===== src/core/rcn_pkg.sv =====
package rcn_pkg;

  // ----------------------------------------------------------------
  // clock and timing
  // ----------------------------------------------------------------
  localparam int CLK_PERIOD_NS = 10;
  localparam int CNT_W = 13;
  localparam int BIT_ZERO_MIN_NS = 10000;
  localparam int BIT_ONE_MIN_NS = 30000;
  localparam int FRAME_GAP_MAX_NS = 40000;
  localparam int MARKER_LOW_NS = 20000;
  localparam int MARKER_PERIOD_NS = 40000;
  localparam int END_PULSE_BASE_NS = 5000;
  localparam logic [CNT_W-1:0] BIT_ZERO_MIN_CYC =
    CNT_W'((BIT_ZERO_MIN_NS + CLK_PERIOD_NS - 1) / CLK_PERIOD_NS);
  localparam logic [CNT_W-1:0] BIT_ONE_MIN_CYC =
    CNT_W'((BIT_ONE_MIN_NS + CLK_PERIOD_NS - 1) / CLK_PERIOD_NS);
  localparam logic [CNT_W-1:0] FRAME_GAP_MAX_CYC = CNT_W'(FRAME_GAP_MAX_NS / CLK_PERIOD_NS);
  localparam logic [CNT_W-1:0] MARKER_LOW_CYC = CNT_W'(MARKER_LOW_NS / CLK_PERIOD_NS);
  localparam logic [CNT_W-1:0] MARKER_PERIOD_CYC = CNT_W'(MARKER_PERIOD_NS / CLK_PERIOD_NS);
  localparam logic [CNT_W-1:0] END_PULSE_BASE_CYC = CNT_W'(END_PULSE_BASE_NS / CLK_PERIOD_NS);
  localparam logic [CNT_W-1:0] CNT_ONE = 13'h0001;
  localparam logic [CNT_W-1:0] CNT_ZERO = 13'h0000;

  // ----------------------------------------------------------------
  // frame and register layout
  // ----------------------------------------------------------------
  localparam int REG_W = 12;
  localparam int SHIFT_W = 14;
  localparam logic [3:0] FRAME_LAST_BIT = 4'h0e;
  localparam int FR_OFF_BIT = 13;
  localparam int FR_SEL_BIT = 12;
  localparam logic [REG_W-1:0] OPCFG_RESET = 12'h0119;
  localparam logic [REG_W-1:0] BOUNDS_RESET = 12'h0569;
  localparam int OP_BAUD_HI = 11;
  localparam int OP_BAUD_LO = 10;
  localparam int OP_CHK_HI = 9;
  localparam int OP_CHK_LO = 8;
  localparam int OP_MOD = 7;
  localparam int OP_SLEEP_HI = 6;
  localparam int OP_SLEEP_LO = 2;
  localparam int OP_STRETCH = 1;
  localparam int OP_SQUELCH = 0;

  // ----------------------------------------------------------------
  // decoded factors
  // ----------------------------------------------------------------
  localparam logic [3:0] SCALE_R0 = 4'h8;
  localparam logic [3:0] SCALE_R1 = 4'h4;
  localparam logic [3:0] SCALE_R2 = 4'h2;
  localparam logic [3:0] SCALE_R3 = 4'h1;
  localparam logic [3:0] NCHK_0 = 4'h0;
  localparam logic [3:0] NCHK_1 = 4'h3;
  localparam logic [3:0] NCHK_2 = 4'h6;
  localparam logic [3:0] NCHK_3 = 4'h9;
  localparam logic [3:0] SLEEP_X1 = 4'h1;
  localparam logic [3:0] SLEEP_X8 = 4'h8;

  typedef enum logic [1:0] {
    RCN_POLL = 2'b00,
    RCN_STARTUP = 2'b01,
    RCN_RECV = 2'b11,
    RCN_SQUELCH = 2'b10
  } rcn_mode_e;

  typedef struct packed {
    rcn_mode_e mode;
    logic [2:0] dsync;
    logic [2:0] psync;
    logic dat_f;
    logic pol_f;
    logic drive;
    logic [3:0] drv_hist;
    logic [CNT_W-1:0] lowcnt;
    logic [CNT_W-1:0] gapcnt;
    logic inframe;
    logic [3:0] nbit;
    logic [SHIFT_W-1:0] sh;
    logic [REG_W-1:0] opcfg;
    logic [REG_W-1:0] bounds;
    logic marker;
    logic wr_op;
    logic wr_lim;
    logic [CNT_W-1:0] mcnt;
    logic [CNT_W-1:0] pcnt;
    logic [3:0] scale;
    logic [3:0] nchk;
    logic [3:0] xsleep;
    logic skip_sleep;
    logic chk_en;
    logic off_pulse;
  } rcn_state_s;

endpackage : rcn_pkg


===== src/core/rcn_ctrl.sv =====
// Contract
// RQ1: squelch set: stream end enters check, line high; code does so only with polling pin high
// RQ2: automatic squelch returns to receive on check
// RQ3: high last period gives one range-scaled pulse
// RQ4: squelch clear: noise passes after stream end
// RQ5: polling pin low: off goes startup, skips sleep
// RQ6: host drives polling pin low, then high
// RQ7: host picks method by line code
// RQ8: two 12-bit registers written over data line
// RQ9: supply drop shows marker; host reprograms both
// RQ10: reset loads both registers with defaults
// RQ11: first bit one means off command
// RQ12: second bit selects operating or bounds register
// RQ13: commit only when stop bit is zero
// RQ14: fixed field layout, most significant bit first
// RQ15: documented default value for every field
// RQ16: baud range selects bound scale 8/4/2/1
// RQ17: check count field gives 0/3/6/9 bits
// RQ18: squelch bit one enables suppression, default
// RQ19: sleep stretch multiplies sleep by 1 or 8
// RQ20: frame shifted in, committed atomically after stop
`timescale 1ns/10ps
module rcn_ctrl
  import rcn_pkg::*;
(
  input wire logic sys_clk_in,
  input wire logic arst_n_in,
  input wire logic data_in,
  output logic data_out,
  output logic data_oe_out,
  input wire logic polling_n_in,
  input wire logic dem_in,
  input wire logic stream_end_in,
  input wire logic check_ok_in,
  input wire logic check_fail_in,
  input wire logic sleep_done_in,
  input wire logic supply_drop_in,
  output rcn_mode_e mode_out,
  output logic [REG_W-1:0] operating_config_out,
  output logic [REG_W-1:0] bit_check_bounds_out,
  output logic [3:0] bound_scale_out,
  output logic [3:0] check_bits_out,
  output logic [3:0] sleep_factor_out,
  output logic skip_sleep_out,
  output logic check_enable_out,
  output logic off_cmd_out,
  output logic supply_loss_pattern_out
);

  // ----------------------------------------------------------------
  // field decoders
  // ----------------------------------------------------------------
  function automatic logic [3:0] bound_scale_of(input logic [REG_W-1:0] op);
    unique case (op[OP_BAUD_HI:OP_BAUD_LO])
      2'b00: bound_scale_of = SCALE_R0;
      2'b01: bound_scale_of = SCALE_R1;
      2'b10: bound_scale_of = SCALE_R2;
      2'b11: bound_scale_of = SCALE_R3;
    endcase
  endfunction : bound_scale_of

  function automatic logic [3:0] check_bits_of(input logic [REG_W-1:0] op);
    unique case (op[OP_CHK_HI:OP_CHK_LO])
      2'b00: check_bits_of = NCHK_0;
      2'b01: check_bits_of = NCHK_1;
      2'b10: check_bits_of = NCHK_2;
      2'b11: check_bits_of = NCHK_3;
    endcase
  endfunction : check_bits_of

  rcn_state_s st;
  rcn_state_s next_st;

  // ----------------------------------------------------------------
  // next-state logic
  // ----------------------------------------------------------------
  always_comb begin
    logic pol_rise;
    logic host_quiet;
    logic bit_done;
    logic bit_val;
    logic off_cmd;
    logic commit_op;
    logic commit_lim;
    logic [CNT_W-1:0] pulse_len;
    pol_rise = 1'b0;
    host_quiet = 1'b0;
    bit_done = 1'b0;
    bit_val = 1'b0;
    off_cmd = 1'b0;
    commit_op = 1'b0;
    commit_lim = 1'b0;
    pulse_len = CNT_ZERO;
    next_st = st;
    next_st.off_pulse = 1'b0;

    // three-stage pin synchronisers; a level counts once stages two and three agree
    next_st.dsync = {st.dsync[1:0], data_in};
    next_st.psync = {st.psync[1:0], polling_n_in};
    if (st.dsync[1] == st.dsync[2]) begin
      next_st.dat_f = st.dsync[2];
    end
    if (st.psync[1] == st.psync[2]) begin
      next_st.pol_f = st.psync[2];
    end
    pol_rise = !st.pol_f && next_st.pol_f;

    // own drive echoes back through the synchroniser, so host pulses are
    // only measured once our pull-down has been released for a while
    next_st.drv_hist = {st.drv_hist[2:0], st.drive};
    host_quiet = (st.drv_hist == 4'h0) && !st.drive;

    // ----------------------------------------------------------------
    // serial frame receiver
    // ----------------------------------------------------------------
    if (host_quiet && !st.dat_f) begin
      if (st.lowcnt != {CNT_W{1'b1}}) begin
        next_st.lowcnt = st.lowcnt + CNT_ONE;
      end
      next_st.gapcnt = CNT_ZERO;
    end else begin
      next_st.lowcnt = CNT_ZERO;
      if (host_quiet && st.dat_f && st.lowcnt >= BIT_ZERO_MIN_CYC) begin
        bit_done = 1'b1;
        bit_val = (st.lowcnt >= BIT_ONE_MIN_CYC);
      end
      if (st.inframe) begin
        next_st.gapcnt = st.gapcnt + CNT_ONE;
        // a stalled frame is dropped so a later frame starts clean
        if (st.gapcnt >= FRAME_GAP_MAX_CYC) begin
          next_st.inframe = 1'b0;
          next_st.nbit = 4'h0;
        end
      end
    end

    if (bit_done) begin
      next_st.gapcnt = CNT_ZERO;
      if (!st.inframe || st.nbit == 4'h0) begin
        if (bit_val) begin
          off_cmd = 1'b1; // [RQ11]
          next_st.inframe = 1'b0;
          next_st.nbit = 4'h0;
        end else begin
          next_st.inframe = 1'b1;
          next_st.nbit = 4'h1;
          next_st.sh = {st.sh[SHIFT_W-2:0], bit_val};
        end
      end else if (st.nbit == FRAME_LAST_BIT) begin
        next_st.inframe = 1'b0;
        next_st.nbit = 4'h0;
        if (!bit_val) begin // [RQ13] [RQ20]
          commit_op = st.sh[FR_SEL_BIT]; // [RQ12]
          commit_lim = !st.sh[FR_SEL_BIT]; // [RQ12]
        end
      end else begin
        next_st.nbit = st.nbit + 4'h1;
        next_st.sh = {st.sh[SHIFT_W-2:0], bit_val}; // [RQ20]
      end
    end

    // ----------------------------------------------------------------
    // configuration registers
    // ----------------------------------------------------------------
    if (commit_op) begin
      next_st.opcfg = st.sh[REG_W-1:0]; // [RQ8] [RQ14]
      next_st.wr_op = 1'b1;
    end
    if (commit_lim) begin
      next_st.bounds = st.sh[REG_W-1:0]; // [RQ8] [RQ14]
      next_st.wr_lim = 1'b1;
    end
    if (next_st.wr_op && next_st.wr_lim) begin
      next_st.marker = 1'b0;
    end
    // a drop wins over any commit in the same cycle: contents are suspect
    if (supply_drop_in) begin
      next_st.opcfg = OPCFG_RESET; // [RQ10]
      next_st.bounds = BOUNDS_RESET; // [RQ10]
      next_st.marker = 1'b1; // [RQ9]
      next_st.wr_op = 1'b0;
      next_st.wr_lim = 1'b0;
    end

    next_st.scale = bound_scale_of(next_st.opcfg); // [RQ16]
    next_st.nchk = check_bits_of(next_st.opcfg); // [RQ17]
    next_st.xsleep = next_st.opcfg[OP_STRETCH] ? SLEEP_X8 : SLEEP_X1; // [RQ19]
    next_st.off_pulse = off_cmd;

    // ----------------------------------------------------------------
    // mode sequencing
    // ----------------------------------------------------------------
    unique case (st.mode)
      RCN_POLL: begin
        if (!st.pol_f || sleep_done_in) begin
          next_st.mode = RCN_STARTUP;
        end
      end
      RCN_STARTUP: begin
        if (check_ok_in) begin
          next_st.mode = RCN_RECV;
        end else if (check_fail_in && st.pol_f) begin
          next_st.mode = RCN_POLL;
        end
      end
      RCN_RECV: begin
        if (off_cmd) begin
          next_st.mode = st.pol_f ? RCN_POLL : RCN_STARTUP; // [RQ5]
        end else if (pol_rise) begin
          next_st.mode = RCN_POLL; // [RQ6]
        end else if (stream_end_in && st.opcfg[OP_SQUELCH] && st.pol_f) begin
          next_st.mode = RCN_SQUELCH; // [RQ1] [RQ18]
        end
      end
      RCN_SQUELCH: begin
        if (off_cmd) begin
          next_st.mode = st.pol_f ? RCN_POLL : RCN_STARTUP;
        end else if (check_ok_in) begin
          next_st.mode = RCN_RECV; // [RQ2]
        end
      end
    endcase
    // the pin forces startup regardless of programmed sleep; receiving still waits for check_ok_in
    next_st.skip_sleep = !next_st.pol_f; // [RQ5]
    next_st.chk_en = (next_st.mode == RCN_STARTUP) || (next_st.mode == RCN_SQUELCH);

    // ----------------------------------------------------------------
    // data line drive (pull-down only)
    // ----------------------------------------------------------------
    pulse_len = CNT_W'(END_PULSE_BASE_CYC * st.scale); // [RQ3]
    if (st.pcnt != CNT_ZERO) begin
      next_st.pcnt = st.pcnt - CNT_ONE;
    end
    if (st.mode == RCN_RECV && stream_end_in && dem_in) begin
      next_st.pcnt = pulse_len; // [RQ3]
    end

    if (st.marker) begin
      if (st.mcnt >= MARKER_PERIOD_CYC - CNT_ONE) begin
        next_st.mcnt = CNT_ZERO;
      end else begin
        next_st.mcnt = st.mcnt + CNT_ONE;
      end
    end else begin
      next_st.mcnt = CNT_ZERO;
    end

    if (st.marker && st.mode != RCN_POLL) begin
      next_st.drive = (st.mcnt < MARKER_LOW_CYC); // [RQ9]
    end else if (next_st.pcnt != CNT_ZERO) begin
      next_st.drive = 1'b1; // [RQ3]
    end else if (next_st.mode == RCN_RECV) begin
      // after stream end with squelch clear, noise passes unchanged
      next_st.drive = !dem_in; // [RQ4]
    end else begin
      next_st.drive = 1'b0; // [RQ1]
    end
    // a host bit cell in progress is not disturbed by our drive, except by the end pulse or the marker
    if (st.inframe || (host_quiet && !st.dat_f)) begin
      if (next_st.pcnt == CNT_ZERO && !st.marker) begin
        next_st.drive = 1'b0;
      end
    end
  end

  // ----------------------------------------------------------------
  // state register
  // ----------------------------------------------------------------
  always_ff @(posedge sys_clk_in or negedge arst_n_in) begin
    if (!arst_n_in) begin
      st <= '0;
      st.mode <= RCN_POLL;
      st.dsync <= 3'h7;
      st.psync <= 3'h7;
      st.dat_f <= 1'b1;
      st.pol_f <= 1'b1;
      st.opcfg <= OPCFG_RESET; // [RQ10] [RQ15]
      st.bounds <= BOUNDS_RESET; // [RQ10] [RQ15]
      st.scale <= SCALE_R0; // [RQ15]
      st.nchk <= NCHK_1; // [RQ15]
      st.xsleep <= SLEEP_X1; // [RQ15]
    end else begin
      st <= next_st;
    end
  end

  always_comb begin
    data_out = 1'b0;
    data_oe_out = st.drive;
    mode_out = st.mode;
    operating_config_out = st.opcfg;
    bit_check_bounds_out = st.bounds;
    bound_scale_out = st.scale;
    check_bits_out = st.nchk;
    sleep_factor_out = st.xsleep;
    skip_sleep_out = st.skip_sleep;
    check_enable_out = st.chk_en;
    off_cmd_out = st.off_pulse;
    supply_loss_pattern_out = st.marker;
  end

endmodule : rcn_ctrl


===== config.mk =====
export PLATFORM = sky130hd
export DESIGN_NAME = rcn_ctrl
export DESIGN_NICKNAME = d
export VERILOG_FILES = /design/src/core/rcn_pkg.sv /design/src/core/rcn_ctrl.sv
export SDC_FILE = /design/constraint.sdc
export NUM_CORES = 1
export LEC_CHECK = 0
export BUFFER_PORTS_ARGS = -buffer_cell sky130_fd_sc_hd__buf_2
export CELL_PAD_IN_SITES_DETAIL_PLACEMENT = 1
export CELL_PAD_IN_SITES_GLOBAL_PLACEMENT = 1
export CORE_MARGIN = 3
export CORE_UTILIZATION = 47
export CTS_CLUSTER_SIZE = 28
export DETAILED_ROUTE_END_ITERATION = 12
export PLACE_DENSITY_LB_ADDON = 0.1
export SLEW_MARGIN = 10
export SYNTH_ARGS = -nofsm -noshare
export SYNTH_HDL_FRONTEND = slang
export SYNTH_SLANG_ARGS = --single-unit

===== constraint.sdc =====
create_clock -name sys_clk_in -period 3.73 [get_ports sys_clk_in]
set_input_delay 0.1865 -clock sys_clk_in [delete_from_list [all_inputs] [get_ports sys_clk_in]]
set_output_delay 0.1865 -clock sys_clk_in [all_outputs]
set_load 0.05 [all_outputs]

==> flow_summary.toml <==
[status]
outcome = "completed"

[placement]
io_buffer_count = 50
dp_slack_ns = 0.2290
dp_cells = 808
hpwl_microns = 9777
place.gp.congestion = 0.7994

[logic_synthesis]
synth_area_leaders = "dfrtp_1 (39%), dfstp_2 (8.5%), ha_1 (5.2%)"
synthArstFlopShare_pct = 100.0
ys.flop_type = "dfrtp_1"
ys_seq_elements = 123
seq_area_frac_synth_pct = 47.81
yosysTopAreaCellShare_pct = 39.31
syn_area_per_cell_sq_um = 10.22
syn_inst = 635
netlist_area_sq_um = 6492
synth_largest_area_cell = "dfrtp_1"
synthDistinctLibCells = 62
yosys_warnings = 0
synth_edf_count = 0

[drt]
drtAntennaViolNets = 0
first_pass_iters = 6
drc_errors = 0
wl_per_cell_microns = 16.91
via_per_inst = 5.395
drtIter0Drc = 214
num_vias = 4548
wl_microns = 14260

[die]
rows = 42
start_util_pct = 48.45
die_w_microns = 123.5
core_sq_um = 13400
io_pins = 54
dieArea_sq_um = 15260
die_h_microns = 123.5

[timing]
setup_viol = 0
slew_headroom_pct = 36.27
worst_pin_slew_ns = 0.9560
rsz0062_at_grt = "false"
timing.final.crit_share_pct = 93.55
hold_viol_final = 0
min_period_ns = 3.489
layout_setup_ws_ns = 0.2406
maxSlewViolCount = 0
max_freq_mhz = 286.6
finalSetupTns_ns = 0
clock_skew_ns = 0.009773

[finish]
fill_cells = 1517
final_cells = 843
diodes = 0
syn2layout_area_growth_pct = 11.95
multi_input_area_sq_um = 2882
seqCellArea_sq_um = 3104
final_nets = 698
drive_above_1_share_pct = 20.09

[hold_path]
hold_class = "primary input to register"

[grt]
grt.total_usage_pct = 20.22
overflow = 0
antenna_found_initial = 0
grt_pass1_wl_microns = 23890
grt_max_degree = 77
grt_pass1_vias = 4771

[setup_path]
worst_path_largest_cell_delay_ns = 0.63
critPathMaxFanout = 7
cp_num_buf_inv = 2
cp.arrival_ns = 3.78
critPathLaunchType = "register"
crit_type = "register to register"
crit_family = "adder cells"
endpoint_kind = "register"
cp.required_ns = 4.02
critPathSlowestCell = "fa_2"
critPathMostFrequentCell = "inv_1"
path_cells = "fa_2 > inv_1 > fa_1 > inv_1 > ha_1 > nor2b_1 > o221ai_1 > a21oi_1 > xnor2_1 > mux2i_4 > nor4_1 > a31oi_1"

[cts]
cts_tree = "yes"
clkTransAtPathRegs_ns = 0.06
cts_made_buffers = 17
post_cts_buffers = 0
cts_buffer_depth = 2
root_buffer = "clkbuf_16"
clkLatencyLatePin_ns = 0.42
ctsHtreeMaxLevel = 4
cts.sinks = 123

[pwr]
power.density_nw_per_um2 = 520.6
irDropWorstVdd_v = 0.0003484
p_leak_uw = 0.003223

[run]
cap_violations = 0
[synth_stat cells (all sizes together) (4+ instances only)]
library cell	count
a21o	4
or4	8
dfstp	21
nor3	11
fa	7
nand3b	9
nand3	17
clkbuf	13
mux2i	12
a31oi	4
nor3b	4
and3	10
a211o	6
nand2	48
dfrtp	102
nand2b	4
or3	8
nor4	5
mux2	13
nor2b	11
buf	47
o211ai	6
xor2	22
o21ai	23
a21oi	29
inv	36
ha	27
nor2	67
nand4	10
xnor2	19
[cell type report]
| cell class | instances | area share [%] |
|---|---|---|
| multi-input combinational | 419 | 39.65 |
| inverter | 36 | 1.859 |
| clock buffer | 17 | 5.853 |
| tap | 176 | 3.030 |
| sequential | 123 | 42.71 |
| timing repair buffer | 57 | 4.304 |
| clock inverter | 15 | 2.599 |
[placed cells by master (no fill, tap or decap), types with 4 or more instances in the layout]
cell type   instances
clkinvlp_4          4
o21ai_0            22
xnor2_1            19
nand2_1            48
dfrtp_1           102
inv_6               4
clkbuf_16          17
nand2b_1            4
fa_1                6
and3_1             10
conb_1              4
or4_1               6
a211o_1             6
buf_2              49
a21o_1              4
inv_1              36
nand4_1             9
xor2_1             22
ha_1               27
dfstp_2            21
or3_1               7
o211ai_1            6
buf_4               5
a31oi_1             4
nand3_1            17
nand3b_1            9
nor2_1             67
mux2i_1            11
mux2_2             13
a21oi_1            29
nor2b_1            11
nor3b_1             4
nor3_1             11
[logic make-up after synthesis]
group,synth area share [%]
and+or+nand+nor,17.50
DFF,47.81
buffers and inverters,8.017
AOI/OAI and AO/OA,9.270
xor gates and xnor gates,5.531
adders and majority gates,7.516
muxes,4.298
other,0.05776
[tightest hold or removal path, cell delays in order]
cell and delay (ns):
buf_2 0.12, nand2_1 0.06, o21ai_0 0.11
[power by group]
part           internal, uW  total (uW)  switching, uW  leakage, uW
Clock                  1060        1720            653     0.000289
Sequential             1440        1570            125      0.00158
Combinational           174         501            327      0.00136
Total                  2680        3780           1100      0.00322
[final timing paths]
| check | startpoint | cells past startpoint | slack (ns) | to |
|---|---|---|---|---|
| worst max-delay path | bound_scale_out[2]$_DFF_PN0_ | 12 | 0.24 | data_oe_out$_DFF_PN0_ |
| worst min-delay path | check_ok_in | 3 | 0.12 | mode_out[1]$_DFF_PN0_ |
| worst max register to register | bound_scale_out[2]$_DFF_PN0_ | 12 | 0.24 | data_oe_out$_DFF_PN0_ |
| worst min register to register | next_st[121]$_DFF_PN1_ | 0 | 0.36 | next_st[122]$_DFF_PN1_ |
| max in group asynchronous | arst_n_in | 3 | 2.30 | operating_config_out[4]$_DFFE_PN1P_ |
| min in group asynchronous | arst_n_in | 2 | 0.48 | check_enable_out$_DFF_PN0_ |
[metrics by stage]
step	area, sq um	hold WS [ns]	util, %	power (uW)
after floorplan	6504	-0.1091	-	1944
after global placement	6621	0.2939	49.41	2061
after detailed placement	6621	0.2972	49.41	2087
after CTS	7266	0.1114	54.22	3839
after global routing	7268	0.1524	54.24	3979
final	7268	0.1208	54.24	3784
[repair_timing]
action / in CTS / in global routing
hold buffers: 3 / 0
endpoints found under the setup margin: 0 / 1
hold endpoints to repair: 60 / 0
gates resized for setup: 0 / 1
[per-layer routing]
layer | wire [microns] | vias up | track usage [%]
met5 | 0 | - | 0
met4 | 162 | 0 | 6.505
met3 | 412 | 11 | 4.620
met2 | 7306 | 56 | 33.67
met1 | 6377 | 2314 | 26.19
li1 | - | 2167 | -
[sequential cells by signal, summed over array words and instances (netlist names)]
| register | cells |
|---|---|
| bit_check_bounds_out | 12 |
| bound_scale_out | 4 |
| check_bits_out | 3 |
| check_enable_out | 1 |
| data_oe_out | 1 |
| mode_out | 2 |
| next_st | 7 |
| off_cmd_out | 1 |
| operating_config_out | 12 |
| skip_sleep_out | 1 |
| sleep_factor_out | 1 |
| st | 77 |
| supply_loss_pattern_out | 1 |
No activity file was read; power rests on OpenSTA's default activity.
